===== src/asz_consts.svh =====
// Offsets, field positions, reset values and timing counts of the sensor.
`ifndef ASZ_CONSTS_SVH
`define ASZ_CONSTS_SVH

// Register byte offsets on the Avalon-MM slave
`define ASZ_OFF_STATUS   5'h00
`define ASZ_OFF_ZERO     5'h04
`define ASZ_OFF_IRQ_ST   5'h08
`define ASZ_OFF_IRQ_MASK 5'h0c
`define ASZ_OFF_CTRL     5'h10

// Interrupt status and mask bit positions
`define ASZ_IRQ_LOAD 0
`define ASZ_IRQ_PROG 1
`define ASZ_IRQ_ZERO 2
`define ASZ_IRQ_CONT 3
`define ASZ_IRQ_W    4

// Control register: bit 0 allows one-time programming
`define ASZ_CTRL_PROG_EN 0

// Reset values
`define ASZ_MASK_RST 4'h0
`define ASZ_CTRL_RST 1'h1

// Serial word length and frame counting
`define ASZ_WORD_BITS 8
`define ASZ_FCNT_MAX  4'h9
`define ASZ_FCNT_LAST 4'h8

// Pulse counts inside programming mode (first pulse excluded)
`define ASZ_ZERO_PULSES 4'h6
`define ASZ_CONT_PULSES 4'h7

// Timing: figures as printed, cycle counts derived from the clock
`define ASZ_CLK_MHZ      50
`define ASZ_T_WAIT_NS    500
`define ASZ_MODE_ENTRY_PULSE_TIME_US  200
`define ASZ_T_ACK_US     5
`define ASZ_WAIT_CYC   ((`ASZ_T_WAIT_NS * `ASZ_CLK_MHZ + 999) / 1000)
`define ASZ_PROGEN_CYC (`ASZ_MODE_ENTRY_PULSE_TIME_US * `ASZ_CLK_MHZ)
`define ASZ_ACK_CYC    (`ASZ_T_ACK_US * `ASZ_CLK_MHZ)

`endif


===== src/asz_pkg.sv =====
// Types shared by the angle sensor readout and programming logic.
package asz_pkg;

  // One completed measurement from the front end
  typedef struct packed {
    logic [5:0] angle;
    logic       invalid;
  } asz_meas_t;

  // Serial word as it leaves the shift register, MSB first
  typedef struct packed {
    logic [5:0] angle;
    logic       invalid;
    logic       parity;
  } asz_word_t;

  // Pins that come from the host, in synchroniser bit order
  typedef struct packed {
    logic cs_n;
    logic sclk;
    logic prog_data;
    logic prog_hv;
  } asz_pins_t;

  // Programming sequence states
  typedef enum logic [2:0] {
    ASZ_PG_IDLE   = 3'b000,
    ASZ_PG_ENTRY  = 3'b001,
    ASZ_PG_ACK    = 3'b010,
    ASZ_PG_PULSES = 3'b011,
    ASZ_PG_FAIL   = 3'b100
  } asz_pg_t;

endpackage : asz_pkg


===== src/asz_pin_sync.sv =====
// Two-flop synchroniser with edge detection for the host pins.
`timescale 1ns/1ps
`default_nettype none

module asz_pin_sync #(
  parameter int         W       = 4,
  parameter logic [3:0] RST_VAL = 4'h8
) (
  input  wire logic         ref_clk_i,
  input  wire logic         sys_rst_i,
  input  wire logic [W-1:0] pin_i,
  output logic      [W-1:0] level_o,
  output logic      [W-1:0] rise_o,
  output logic      [W-1:0] fall_o
);

  generate
    if (W < 1 || W > 4)
    begin : g_chk
      $error("asz_pin_sync: W must be 1 to 4");
    end
  endgenerate

  genvar b;
  generate
    for (b = 0; b < W; b++)
    begin : g_bit
      logic meta;
      logic stab;
      logic prev;
      // First flop feeds only the second; edges come from later stages
      always_ff @(posedge ref_clk_i or posedge sys_rst_i)
      begin
        if (sys_rst_i)
        begin
          meta <= RST_VAL[b];
          stab <= RST_VAL[b];
          prev <= RST_VAL[b];
        end
        else
        begin
          meta <= pin_i[b];
          stab <= meta;
          prev <= stab;
        end
      end
      assign level_o[b] = stab;
      assign rise_o[b]  = stab & ~prev;
      assign fall_o[b]  = ~stab & prev;
    end
  endgenerate

endmodule : asz_pin_sync

`default_nettype wire


===== src/asz_sensor.sv =====
// Serial readout, daisy chain and zero programming of the angle sensor.
//
// The implementer's own choices: the register offsets and the Avalon-MM interface to the registers.
`timescale 1ns/1ps
`default_nettype none
`include "asz_consts.svh"

// How it works
// - Select rising edge captures the current angle as zero candidate.
// - First long high-voltage pulse, held 200 us, enters programming mode.
// - Entering programming mode drives one acknowledge pulse on data.
// - Seven short pulses write the captured angle into one-time zero.
// - A ninth pulse permanently selects continuous readout mode.
// - Registers form one shift-chain stage fed from the programming input.
// - n chained devices need n times eight clocks plus one to empty.
// - After a select pulse, next clock falling edge starts a measurement.
// - Parallel select through a decoder keeps continuous mode usable.
// - Word goes MSB first: six angle bits, invalid flag, even parity.
// - Programmed zero is subtracted from every reported angle.
// - Continuous mode reloads the word on the ninth clock falling edge.
module asz_sensor #(
  parameter int ENTRY_CYC = `ASZ_PROGEN_CYC
) (
  input  wire logic              ref_clk_i,
  input  wire logic              sys_rst_i,
  input  wire logic [4:0]        avs_address_i,
  input  wire logic              avs_read_i,
  input  wire logic              avs_write_i,
  input  wire logic [31:0]       avs_writedata_i,
  output logic      [31:0]       avs_readdata_o,
  output logic                   avs_waitrequest_o,
  output logic                   irq_o,
  input  wire asz_pkg::asz_meas_t meas_i,
  input  wire logic              meas_valid_i,
  input  wire logic              power_down_select_n_i,
  input  wire logic              ssi_clk_i,
  input  wire logic              prog_data_i,
  input  wire logic              prog_hv_i,
  output logic                   data_o,
  output logic                   data_oe_o
);

  generate
    if (ENTRY_CYC < 1 || ENTRY_CYC > 16383)
    begin : g_chk
      $error("asz_sensor: ENTRY_CYC must be 1 to 16383");
    end
  endgenerate

  localparam logic [13:0] WAIT_CYC  = 14'(`ASZ_WAIT_CYC);
  localparam logic [13:0] ACK_LAST  = 14'(`ASZ_ACK_CYC - 1);
  localparam logic [13:0] ENTRY_MIN = 14'(ENTRY_CYC - 1);

  asz_pkg::asz_pins_t pin_raw;
  asz_pkg::asz_pins_t pin_s;
  asz_pkg::asz_pins_t pin_r;
  asz_pkg::asz_pins_t pin_f;

  assign pin_raw = '{cs_n: power_down_select_n_i, sclk: ssi_clk_i,
                     prog_data: prog_data_i, prog_hv: prog_hv_i};

  // Every host pin crosses two flops before any logic reads it
  asz_pin_sync #(
    .W       (4),
    .RST_VAL (4'hc)                                    // Select and clock idle high
  ) u_sync (
    .ref_clk_i (ref_clk_i),
    .sys_rst_i (sys_rst_i),
    .pin_i     (pin_raw),
    .level_o   (pin_s),
    .rise_o    (pin_r),
    .fall_o    (pin_f)
  );

  // Builds the output word with zero removed and even parity
  function automatic asz_pkg::asz_word_t build_word(
    input asz_pkg::asz_meas_t m,
    input logic [5:0]         zero
  );
    asz_pkg::asz_word_t w;
    w.angle   = m.angle - zero;
    w.invalid = m.invalid;
    w.parity  = ^{w.angle, w.invalid};
    return w;
  endfunction : build_word

  // Frame group state
  asz_pkg::asz_meas_t meas_q, next_meas;
  logic [7:0]         shift_q, next_shift;
  logic [7:0]         last_word_q, next_last_word;
  logic               dout_q, next_dout;
  logic               doe_q, next_doe;
  logic               frame_q, next_frame;
  logic [3:0]         fcnt_q, next_fcnt;
  logic               load;

  // Programming group state
  asz_pkg::asz_pg_t   pg_q, next_pg;
  logic [13:0]        tmr_q, next_tmr;
  logic [3:0]         pcnt_q, next_pcnt;
  logic [5:0]         cand_q, next_cand;
  logic [5:0]         zero_q, next_zero;
  logic               zero_ok_q, next_zero_ok;
  logic               cont_q, next_cont;
  logic               ev_prog, ev_zero, ev_cont;

  // Bus and interrupt group state
  logic               wait_q, next_wait;
  logic [31:0]        rdata_q, next_rdata;
  logic [3:0]         irq_st_q, next_irq_st;
  logic [3:0]         mask_q, next_mask;
  logic               ctrl_q, next_ctrl;
  logic               irq_q, next_irq;
  logic               wr_go;
  logic [3:0]         ev_all;

  // Shift register, frame counter and data pin drive
  always_comb
  begin
    next_meas      = meas_valid_i ? meas_i : meas_q;
    next_shift     = shift_q;
    next_last_word = last_word_q;
    next_dout      = dout_q;
    next_doe       = doe_q;
    next_frame     = frame_q;
    next_fcnt      = fcnt_q;
    load           = 1'b0;
    if (pin_s.cs_n)
    begin
      // Power down: pin floats except for the acknowledge pulse
      next_frame = 1'b0;
      next_fcnt  = 4'h0;
      next_doe   = (pg_q == asz_pkg::ASZ_PG_ACK);
      next_dout  = (pg_q == asz_pkg::ASZ_PG_ACK);
    end
    else
    begin
      next_doe = 1'b1;
      if (!frame_q)
        next_dout = 1'b0;
      if (pin_f.sclk)
      begin
        if (!frame_q)
        begin
          load       = 1'b1;
          next_frame = 1'b1;
          next_fcnt  = 4'h1;
        end
        else if (cont_q && fcnt_q == `ASZ_FCNT_LAST)
        begin
          load      = 1'b1;
          next_fcnt = 4'h1;
        end
        else if (fcnt_q != `ASZ_FCNT_MAX)
          next_fcnt = fcnt_q + 4'h1;
      end
      if (pin_r.sclk && frame_q)
      begin
        // Each rise moves one bit out and one chain bit in
        next_dout  = shift_q[7];
        next_shift = {shift_q[6:0], pin_s.prog_data};
      end
      if (load)
      begin
        next_shift     = build_word(meas_q, zero_q);
        next_last_word = next_shift;
      end
    end
  end

  always_ff @(posedge ref_clk_i or posedge sys_rst_i)
  begin
    if (sys_rst_i)
    begin
      meas_q      <= '0;
      shift_q     <= 8'h00;
      last_word_q <= 8'h00;
      dout_q      <= 1'b0;
      doe_q       <= 1'b0;
      frame_q     <= 1'b0;
      fcnt_q      <= 4'h0;
    end
    else
    begin
      meas_q      <= next_meas;
      shift_q     <= next_shift;
      last_word_q <= next_last_word;
      dout_q      <= next_dout;
      doe_q       <= next_doe;
      frame_q     <= next_frame;
      fcnt_q      <= next_fcnt;
    end
  end

  // Programming sequence; one-time bits can only ever be set
  always_comb
  begin
    next_pg      = pg_q;
    next_tmr     = tmr_q;
    next_pcnt    = pcnt_q;
    next_cand    = cand_q;
    next_zero    = zero_q;
    next_zero_ok = zero_ok_q;
    next_cont    = cont_q;
    ev_prog      = 1'b0;
    ev_zero      = 1'b0;
    ev_cont      = 1'b0;
    if (pin_r.cs_n)
      next_cand = meas_q.angle;
    if (!pin_s.cs_n)
    begin
      // Dropping select abandons any sequence in progress
      next_pg   = asz_pkg::ASZ_PG_IDLE;
      next_tmr  = 14'h0000;
      next_pcnt = 4'h0;
    end
    else
    begin
      case (pg_q)
        asz_pkg::ASZ_PG_IDLE:
        begin
          if (tmr_q != 14'h3fff)
            next_tmr = tmr_q + 14'h0001;
          if (pin_r.prog_hv && tmr_q >= WAIT_CYC)
          begin
            next_pg  = asz_pkg::ASZ_PG_ENTRY;
            next_tmr = 14'h0000;
          end
        end
        asz_pkg::ASZ_PG_ENTRY:
        begin
          if (tmr_q != 14'h3fff)
            next_tmr = tmr_q + 14'h0001;
          if (pin_f.prog_hv)
          begin
            next_tmr = 14'h0000;
            if (tmr_q >= ENTRY_MIN)
            begin
              next_pg = asz_pkg::ASZ_PG_ACK;
              ev_prog = 1'b1;
            end
            else
              next_pg = asz_pkg::ASZ_PG_FAIL;
          end
        end
        asz_pkg::ASZ_PG_ACK:
        begin
          next_tmr = tmr_q + 14'h0001;
          if (tmr_q == ACK_LAST)
          begin
            next_pg   = asz_pkg::ASZ_PG_PULSES;
            next_pcnt = 4'h0;
          end
        end
        asz_pkg::ASZ_PG_PULSES:
        begin
          if (pin_r.prog_hv && pcnt_q != 4'hf)
          begin
            next_pcnt = pcnt_q + 4'h1;
            if (pcnt_q == `ASZ_ZERO_PULSES && ctrl_q && !zero_ok_q)
            begin
              next_zero    = cand_q;
              next_zero_ok = 1'b1;
              ev_zero      = 1'b1;
            end
            if (pcnt_q == `ASZ_CONT_PULSES && ctrl_q && !cont_q)
            begin
              next_cont = 1'b1;
              ev_cont   = 1'b1;
            end
          end
        end
        default:
          next_pg = asz_pkg::ASZ_PG_FAIL;
      endcase
    end
  end

  always_ff @(posedge ref_clk_i or posedge sys_rst_i)
  begin
    if (sys_rst_i)
    begin
      pg_q      <= asz_pkg::ASZ_PG_IDLE;
      tmr_q     <= 14'h0000;
      pcnt_q    <= 4'h0;
      cand_q    <= 6'h00;
      zero_q    <= 6'h00;
      zero_ok_q <= 1'b0;
      cont_q    <= 1'b0;
    end
    else
    begin
      pg_q      <= next_pg;
      tmr_q     <= next_tmr;
      pcnt_q    <= next_pcnt;
      cand_q    <= next_cand;
      zero_q    <= next_zero;
      zero_ok_q <= next_zero_ok;
      cont_q    <= next_cont;
    end
  end

  // Avalon slave: answers in the cycle after the request appears
  assign wr_go  = avs_write_i && !wait_q;
  assign ev_all = {ev_cont, ev_zero, ev_prog, load};

  always_comb
  begin
    next_wait   = 1'b1;
    next_rdata  = rdata_q;
    next_mask   = mask_q;
    next_ctrl   = ctrl_q;
    next_irq_st = irq_st_q;
    if ((avs_read_i || avs_write_i) && wait_q)
    begin
      next_wait  = 1'b0;
      next_rdata = 32'h0000_0000;
      if (avs_read_i)
      begin
        if (avs_address_i == `ASZ_OFF_STATUS)
          next_rdata = {20'h0_0000, cont_q, zero_ok_q,
                        pg_q == asz_pkg::ASZ_PG_PULSES, frame_q,
                        last_word_q};
        else if (avs_address_i == `ASZ_OFF_ZERO)
          next_rdata = {18'h0_0000, cand_q, 2'h0, zero_q};
        else if (avs_address_i == `ASZ_OFF_IRQ_ST)
          next_rdata = {28'h000_0000, irq_st_q};
        else if (avs_address_i == `ASZ_OFF_IRQ_MASK)
          next_rdata = {28'h000_0000, mask_q};
        else if (avs_address_i == `ASZ_OFF_CTRL)
          next_rdata = {31'h0000_0000, ctrl_q};
      end
    end
    // Write-one clears, but a new event in the same cycle stays set
    if (wr_go && avs_address_i == `ASZ_OFF_IRQ_ST)
      next_irq_st = irq_st_q & ~avs_writedata_i[3:0];
    next_irq_st = next_irq_st | ev_all;
    if (wr_go && avs_address_i == `ASZ_OFF_IRQ_MASK)
      next_mask = avs_writedata_i[3:0];
    if (wr_go && avs_address_i == `ASZ_OFF_CTRL)
      next_ctrl = avs_writedata_i[`ASZ_CTRL_PROG_EN];
    next_irq = |(irq_st_q & mask_q);
  end

  always_ff @(posedge ref_clk_i or posedge sys_rst_i)
  begin
    if (sys_rst_i)
    begin
      wait_q   <= 1'b1;
      rdata_q  <= 32'h0000_0000;
      irq_st_q <= 4'h0;
      mask_q   <= `ASZ_MASK_RST;
      ctrl_q   <= `ASZ_CTRL_RST;
      irq_q    <= 1'b0;
    end
    else
    begin
      wait_q   <= next_wait;
      rdata_q  <= next_rdata;
      irq_st_q <= next_irq_st;
      mask_q   <= next_mask;
      ctrl_q   <= next_ctrl;
      irq_q    <= next_irq;
    end
  end

  assign avs_readdata_o    = rdata_q;
  assign avs_waitrequest_o = wait_q;
  assign irq_o             = irq_q;
  assign data_o            = dout_q;
  assign data_oe_o         = doe_q;
endmodule : asz_sensor

`default_nettype wire


===== config.mk =====
export PLATFORM = sky130hd
export DESIGN_NAME = asz_sensor
export DESIGN_NICKNAME = d
export VERILOG_FILES = /design/src/asz_pkg.sv /design/src/asz_pin_sync.sv /design/src/asz_sensor.sv
export VERILOG_INCLUDE_DIRS = /design/src /design/src/src
export SDC_FILE = /design/constraint.sdc
export NUM_CORES = 1
export LEC_CHECK = 0
export ABC_AREA = 1
export ABC_CLOCK_PERIOD_IN_PS = 3600
export BUFFER_PORTS_ARGS = -buffer_cell sky130_fd_sc_hd__buf_2
export CORE_MARGIN = 8
export CORE_UTILIZATION = 35
export DETAILED_ROUTE_END_ITERATION = 10
export GPL_ROUTABILITY_DRIVEN = 1
export HOLD_SLACK_MARGIN = 0.06
export MAX_ROUTING_LAYER = met4
export PLACE_DENSITY_LB_ADDON = 0.3
export SETUP_SLACK_MARGIN = 0.5
export SYNTH_ARGS = -nofsm -noshare
export SYNTH_HDL_FRONTEND = slang
export SYNTH_SLANG_ARGS = --single-unit
export TNS_END_PERCENT = 30

===== constraint.sdc =====
create_clock -name ref_clk_i -period 3.6 [get_ports ref_clk_i]
set_input_delay 0.36 -clock ref_clk_i [delete_from_list [all_inputs] [get_ports ref_clk_i]]
set_output_delay 0.36 -clock ref_clk_i [all_outputs]
set_load 0.005 [all_outputs]

---- After elaboration in Yosys (flattened, before gate mapping) ----
Cells that the tools add are included.
cells by class
  $add $sub $neg .......................... 4
  $lt $le $gt $ge ......................... 2
  equality and inequality tests ........... 23
  multiplexer cells ....................... 53
  bitwise logic cells ..................... 15
  reduce and logical (&&, ||, !) cells .... 30
operators by type and width
  operator                                              count
  2-to-1 mux 14 bit                                     7
  2-to-1 mux 4 bit                                      11
  case mux 14 bit (3 select lines)                      1
  2-to-1 mux 1 bit                                      25
  2-to-1 mux 8 bit                                      2
  2-to-1 mux 3 bit                                      5
  != test 3 bit, second input constant                  5
  adder 14 x 1 -> 14 bit, second input constant         1
  == test 14 x 8 -> 1 bit, second input constant        1
  >= comparator 14 bit, second input constant           1
  >= comparator 14 x 5 -> 1 bit, second input constant  1
  != test 14 bit, second input constant                 1
  logical AND 1 bit                                     13
  != test 4 bit, second input constant                  3
  case mux 3 bit (4 select lines)                       1
  AND reduction 4 bit                                   3
  == test 5 x 4 -> 1 bit, second input constant         2
  adder 4 x 1 -> 4 bit, second input constant           2
  bitwise AND 4 bit                                     2
  == test 4 x 3 -> 1 bit, second input constant         2
  case mux 4 bit (2 select lines)                       1
  parity 7 bit                                          1
  == test 3 x 2 -> 1 bit, second input constant         2
  NOT 1 bit                                             6
  19 further kinds                                      28
storage, ports and cells
  register bits ........................... 119
  bits of input ports ..................... 53
  logic and storage cells ................. 159

---- Depth between registers and ports, before layout ----
  depth after elaboration ................. 8
  gate-level depth with buffers ........... 16
  gate-level depth less buffers ........... 16

---- Hierarchy ----
Synthesis repeated with hierarchy kept, for this count alone.
second synthesis, totals
  cells, all modules ...................... 738
  area total of the unflattened synthesis .. 5789.3 um^2
by module, submodules not included
  module        instances  cells an instance  area an instance (um^2)  sequential area each (um^2)
  asz_sensor    1          705                5387.7                   2254.7
  asz_pin_sync  1          33                 401.6                    307.8

---- Worst setup path after synthesis ----
OpenSTA, ideal clock, no wires.
  path type ............................... register to register
  from .................................... reg meas_q[1] (netlist bit)
  to ...................................... reg last_word_q[0]
  setup time .............................. 0.128 ns
  arrival ................................. 1.718 ns
  required time ........................... 3.472 ns
  setup slack ............................. 1.754 ns
  cell stages (with the launch flop) ...... 16
  buffers on the path ..................... 0
  clock period less this slack ............ 1.846 ns
  cell sequence ........................... dfrtp_1 inv_1 ha_1 inv_1 fa_1 inv_1 nand2_1 nand2_1 xor2_1 inv_1 nand2_1 nand2_1 nand3_1 nand2_1 nand2_1 o21ai_0
between the ends
  word-level cells in the longest chain between the ends .. 2
ends and longest elaborated chain
  element                   RTL line           source
  start: declaration        asz_sensor.sv:88   asz_pkg::asz_meas_t meas_q, next_meas;
  start signal: assignment  asz_sensor.sv:185  meas_q <= next_meas;
  subtractor 6 bit          asz_sensor.sv:81   w.angle = m.angle - zero;
  parity 7 bit              asz_sensor.sv:83   w.parity = ^{w.angle, w.invalid};
  end signal: assignment    asz_sensor.sv:187  last_word_q <= next_last_word;
  end: declaration          asz_sensor.sv:90   logic [7:0] last_word_q, next_last_word;
No other way between the ends.
A chain may end at the register's enable or synchronous reset.

---- Final worst setup path ----
Ends and elaborated chain as after synthesis.

==> results.md <==
* Inserted Diodes at 0
* Vias per inst at 4.710
* Worst setup SP type: register
* Post-CTS Setup Bufs at 0
* Tightest Hold Check Type: input port to register
* Synth area leaders: dfrtp_1 41%, nand2_1 16%, inv_1 6.2%
* Origin of the critical flop-to-flop path: meas_q[1]
* Global routing usage on met3 at 0.02721
* P per Cell Area at 570.4 nW/um2
* Post-synth ARST share at 1.000
* Post-synth cell types at 41
* Reg-to-reg critical path endpoint: last_word_q[0]
* Final Instance Count excl. Fillers at 1,007
* # hold bufs at CTS at 0
* Largest net degree at the start of global routing at 102
* Area share of the largest cell type after synthesis at 0.4082
* Fmax at 469.6 MHz
* Setup violations, final at 0
* DR vias at 4,743
* Die area at 20,630 um2
* Wire length per cell at 13.20 um
* Ports at 89
* Nets at 853
* Maximum VDD drop at 0.0003079 V
* Final worst setup slack at 1.470 ns
* PortBufs at 42
* Total negative slack at 0 ns
* Initial antenna violation count at 0
* Grt ovf at 0
* R2R Setup Slk at 1.47 ns
* Yosys top cell by area: dfrtp_1
* CTS root buffer: clkbuf_16
* Router iterations before antenna repair at 5
* CP endpoint kind: register
* Leak Pwr at 3.263 nW
* Post-Syn Area per Cell at 7.643 um2
* Final Wtd Congestion at 0.8772
* Detailed placement HPWL at 9.507 mm
* Post-CTS Resized at 0
* Seq cells post-synth at 101
* Drt drc at 0
* Crit path launch: meas_q[1]
* Critical path type: register to register
* CP Cell Sequence: inv_1 > ha_1 > inv_1 > fa_1 > inv_1 > nand2_1 > nand2_1 > xor2_1 > inv_1 > nand2_1 > nand2_1 > nand3_1 > nand2_1 > nand2_1 > o21ai_0
* Synthesized area at 5702 um2
* Worst path required time at 3.83 ns
* Slew Viols, Final at 0
* Critical path's slowest cell: fa_1
* Share of cells above drive strength 1 at 0.1340
* Top-count cell post-synth: nand2_1
* Total Wirelength at 13.29 mm
* Initial core utilization at 0.3589
* Status: finished clean
* Yosys warnings at 0
* Fin crit share at 0.5916
* Main flop type after synthesis: dfrtp_1
* Core Region at 15,890 um2
* Vias in the first global route at 4,511
* DRT iter0 DRCs at 334
* Worst Clk Skew at 0.01035 ns
* TritonCTS buffer count at 9
* Hold_sp: power_down_select_n_i
* # rows at 46
* Slowest cell delay on critical path at 0.40 ns
* GRT Total Usage at 0.1399
* RSZ-0062 raised after global routing: no
* # Max-Cap Violations at 0
* Deepest clock path buffer count at 2
* Dpl ws at 1.508 ns
* Design area at 6397 um2
* CTS H-tree depth at 3
* Critical Path Sink: last_word_q[0]
* Die width at 143.6 um
* Crit path DAT at 2.36 ns
* Syn Inst Count at 746
* Met2 usage at 0.2216
* Crit path top cell by count: nand2_1
* Remaining antenna violation count at 0
* CTS tree: done
* GR peak layer: met2
* Worst slew margin at 0.2497
* Post-synth EDFFs at 0
* DP Area at 6043 um2
* Die height at 143.6 um
* Reg2reg path depth at 15
* Hold Path Depth at 1
* Sequential share of the synthesized area at 0.4450
* Max Fanout on Critical Path at 3
* Insertion delay to the later sink of the worst-skew pair at 0.36 ns
* Clk sinks at 101
* Crit path time final at 2.130 ns
* First-pass GRT wire length at 22.44 mm
* Endpoints failing hold at 0
* Synth top cells by count: 237 x nand2_1, 94 x inv_1, 93 x dfrtp_1, 60 x o21ai_0, 50 x nand3_1
* Clock-pin slew on the worst setup and hold paths at 0.08 ns
* Slew @ Worst Pin at 1.118 ns
* Area Growth Syn to Fin at 12.20%
* GR Util met1 at 0.1805
* DP Cell Count at 991
cells by family (layout without fill, tap and decap cells):
family	Yosys count	in the layout	share of synthesized area
XOR/XNOR	10	10	0.01536
other	1	18	0.0006577
adder cells (fa/ha/maj)	14	14	0.03204
buffers and inverters	133	161	0.1073
flip-flops	101	101	0.4450
AND/OR/NAND/NOR	371	371	0.2774
AO/OA/AOI/OAI	116	116	0.1222
power by group:
group | leakage, nW | internal (mW) | switching [mW] | total [mW]
Clock | 0.170 | 0.635 | 0.488 | 1.12
Sequential | 1.29 | 1.32 | 0.162 | 1.48
Combinational | 1.81 | 0.347 | 0.700 | 1.05
Total | 3.26 | 2.30 | 1.35 | 3.65
state kept, by name (all words and copies together) (netlist names), 3 cells and up:
register,cells
avs_readdata_o,14
cand_q,6
fcnt_q,4
irq_st_q,4
last_word_q,8
mask_q,4
meas_q,7
pcnt_q,4
pg_q,3
shift_q,8
tmr_q,14
u_sync.g_bit.meta,4
u_sync.g_bit.prev,3
u_sync.g_bit.stab,4
zero_q,6
area by class of cell:
cell class / count / area (um2)
sequential: 101 / 2537
inverter: 101 / 381.6
multi-input combinational: 529 / 2616
fill: 1668 / 9488
clock buffer: 9 / 225.2
clock inverter: 7 / 128.9
tap: 216 / 270.3
timing repair buffer: 44 / 237.7
layer usage:
metal | part of all wire | vias to the layer above | wire length (um)
li1 | - | 2445 | -
met1 | 0.49 | 2188 | 6545
met2 | 0.46 | 95 | 6133
met3 | 0.035 | 15 | 465
met4 | 0.011 | 0 | 144
met5 | 0 | - | 0
layout by cell type, fill, tap and decap left out, drive strengths merged:
master / n
clkinv: 3
o2111ai: 1
fa: 1
nand2: 245
dfrtp: 93
o32a: 1
xnor2: 4
bufinv: 2
a31oi: 4
a22o: 2
o221ai: 7
inv: 103
o211ai: 9
nor3b: 1
a22oi: 2
and3: 1
nand3: 50
nor2: 50
conb: 18
dfstp: 8
ha: 13
nor3: 9
o21bai: 1
buf: 44
a21oi: 16
o31ai: 2
o21ai: 71
clkbuf: 9
or2: 3
nand4: 12
xor2: 6
worst max-delay path, delay by kind of cell, from the launching register on:
family | cells | cell delay [ns]
AO/OA/AOI/OAI | 1 | 0.07
XOR/XNOR | 1 | 0.20
adder cells (fa/ha/maj) | 2 | 0.56
buffers and inverters | 4 | 0.29
flip-flops | 1 | 0.36
AND/OR/NAND/NOR | 7 | 0.53
stage by stage:
stage	util	power, mW	hold WS (ns)
floorplan	-	2.298	0.3312
global placement	0.3804	2.523	0.3319
detailed placement	0.3804	2.534	0.3457
CTS	0.4027	3.681	0.08461
global route	0.4027	3.911	0.09125
finish	0.4027	3.649	0.1032
worst min-delay path by stage:
stage | endpoint | slack (ns)
2_1_floorplan | u_sync.g_bit[0].stab | 0.33
3_3_place_gp | u_sync.g_bit[1].stab | 0.33
3_5_place_dp | u_sync.g_bit[1].stab | 0.35
4_1_cts | u_sync.g_bit[3].meta | 0.08
5_1_grt | u_sync.g_bit[3].meta | 0.09
6_report | u_sync.g_bit[3].meta | 0.10
Power figures use the tool's default switching activity.
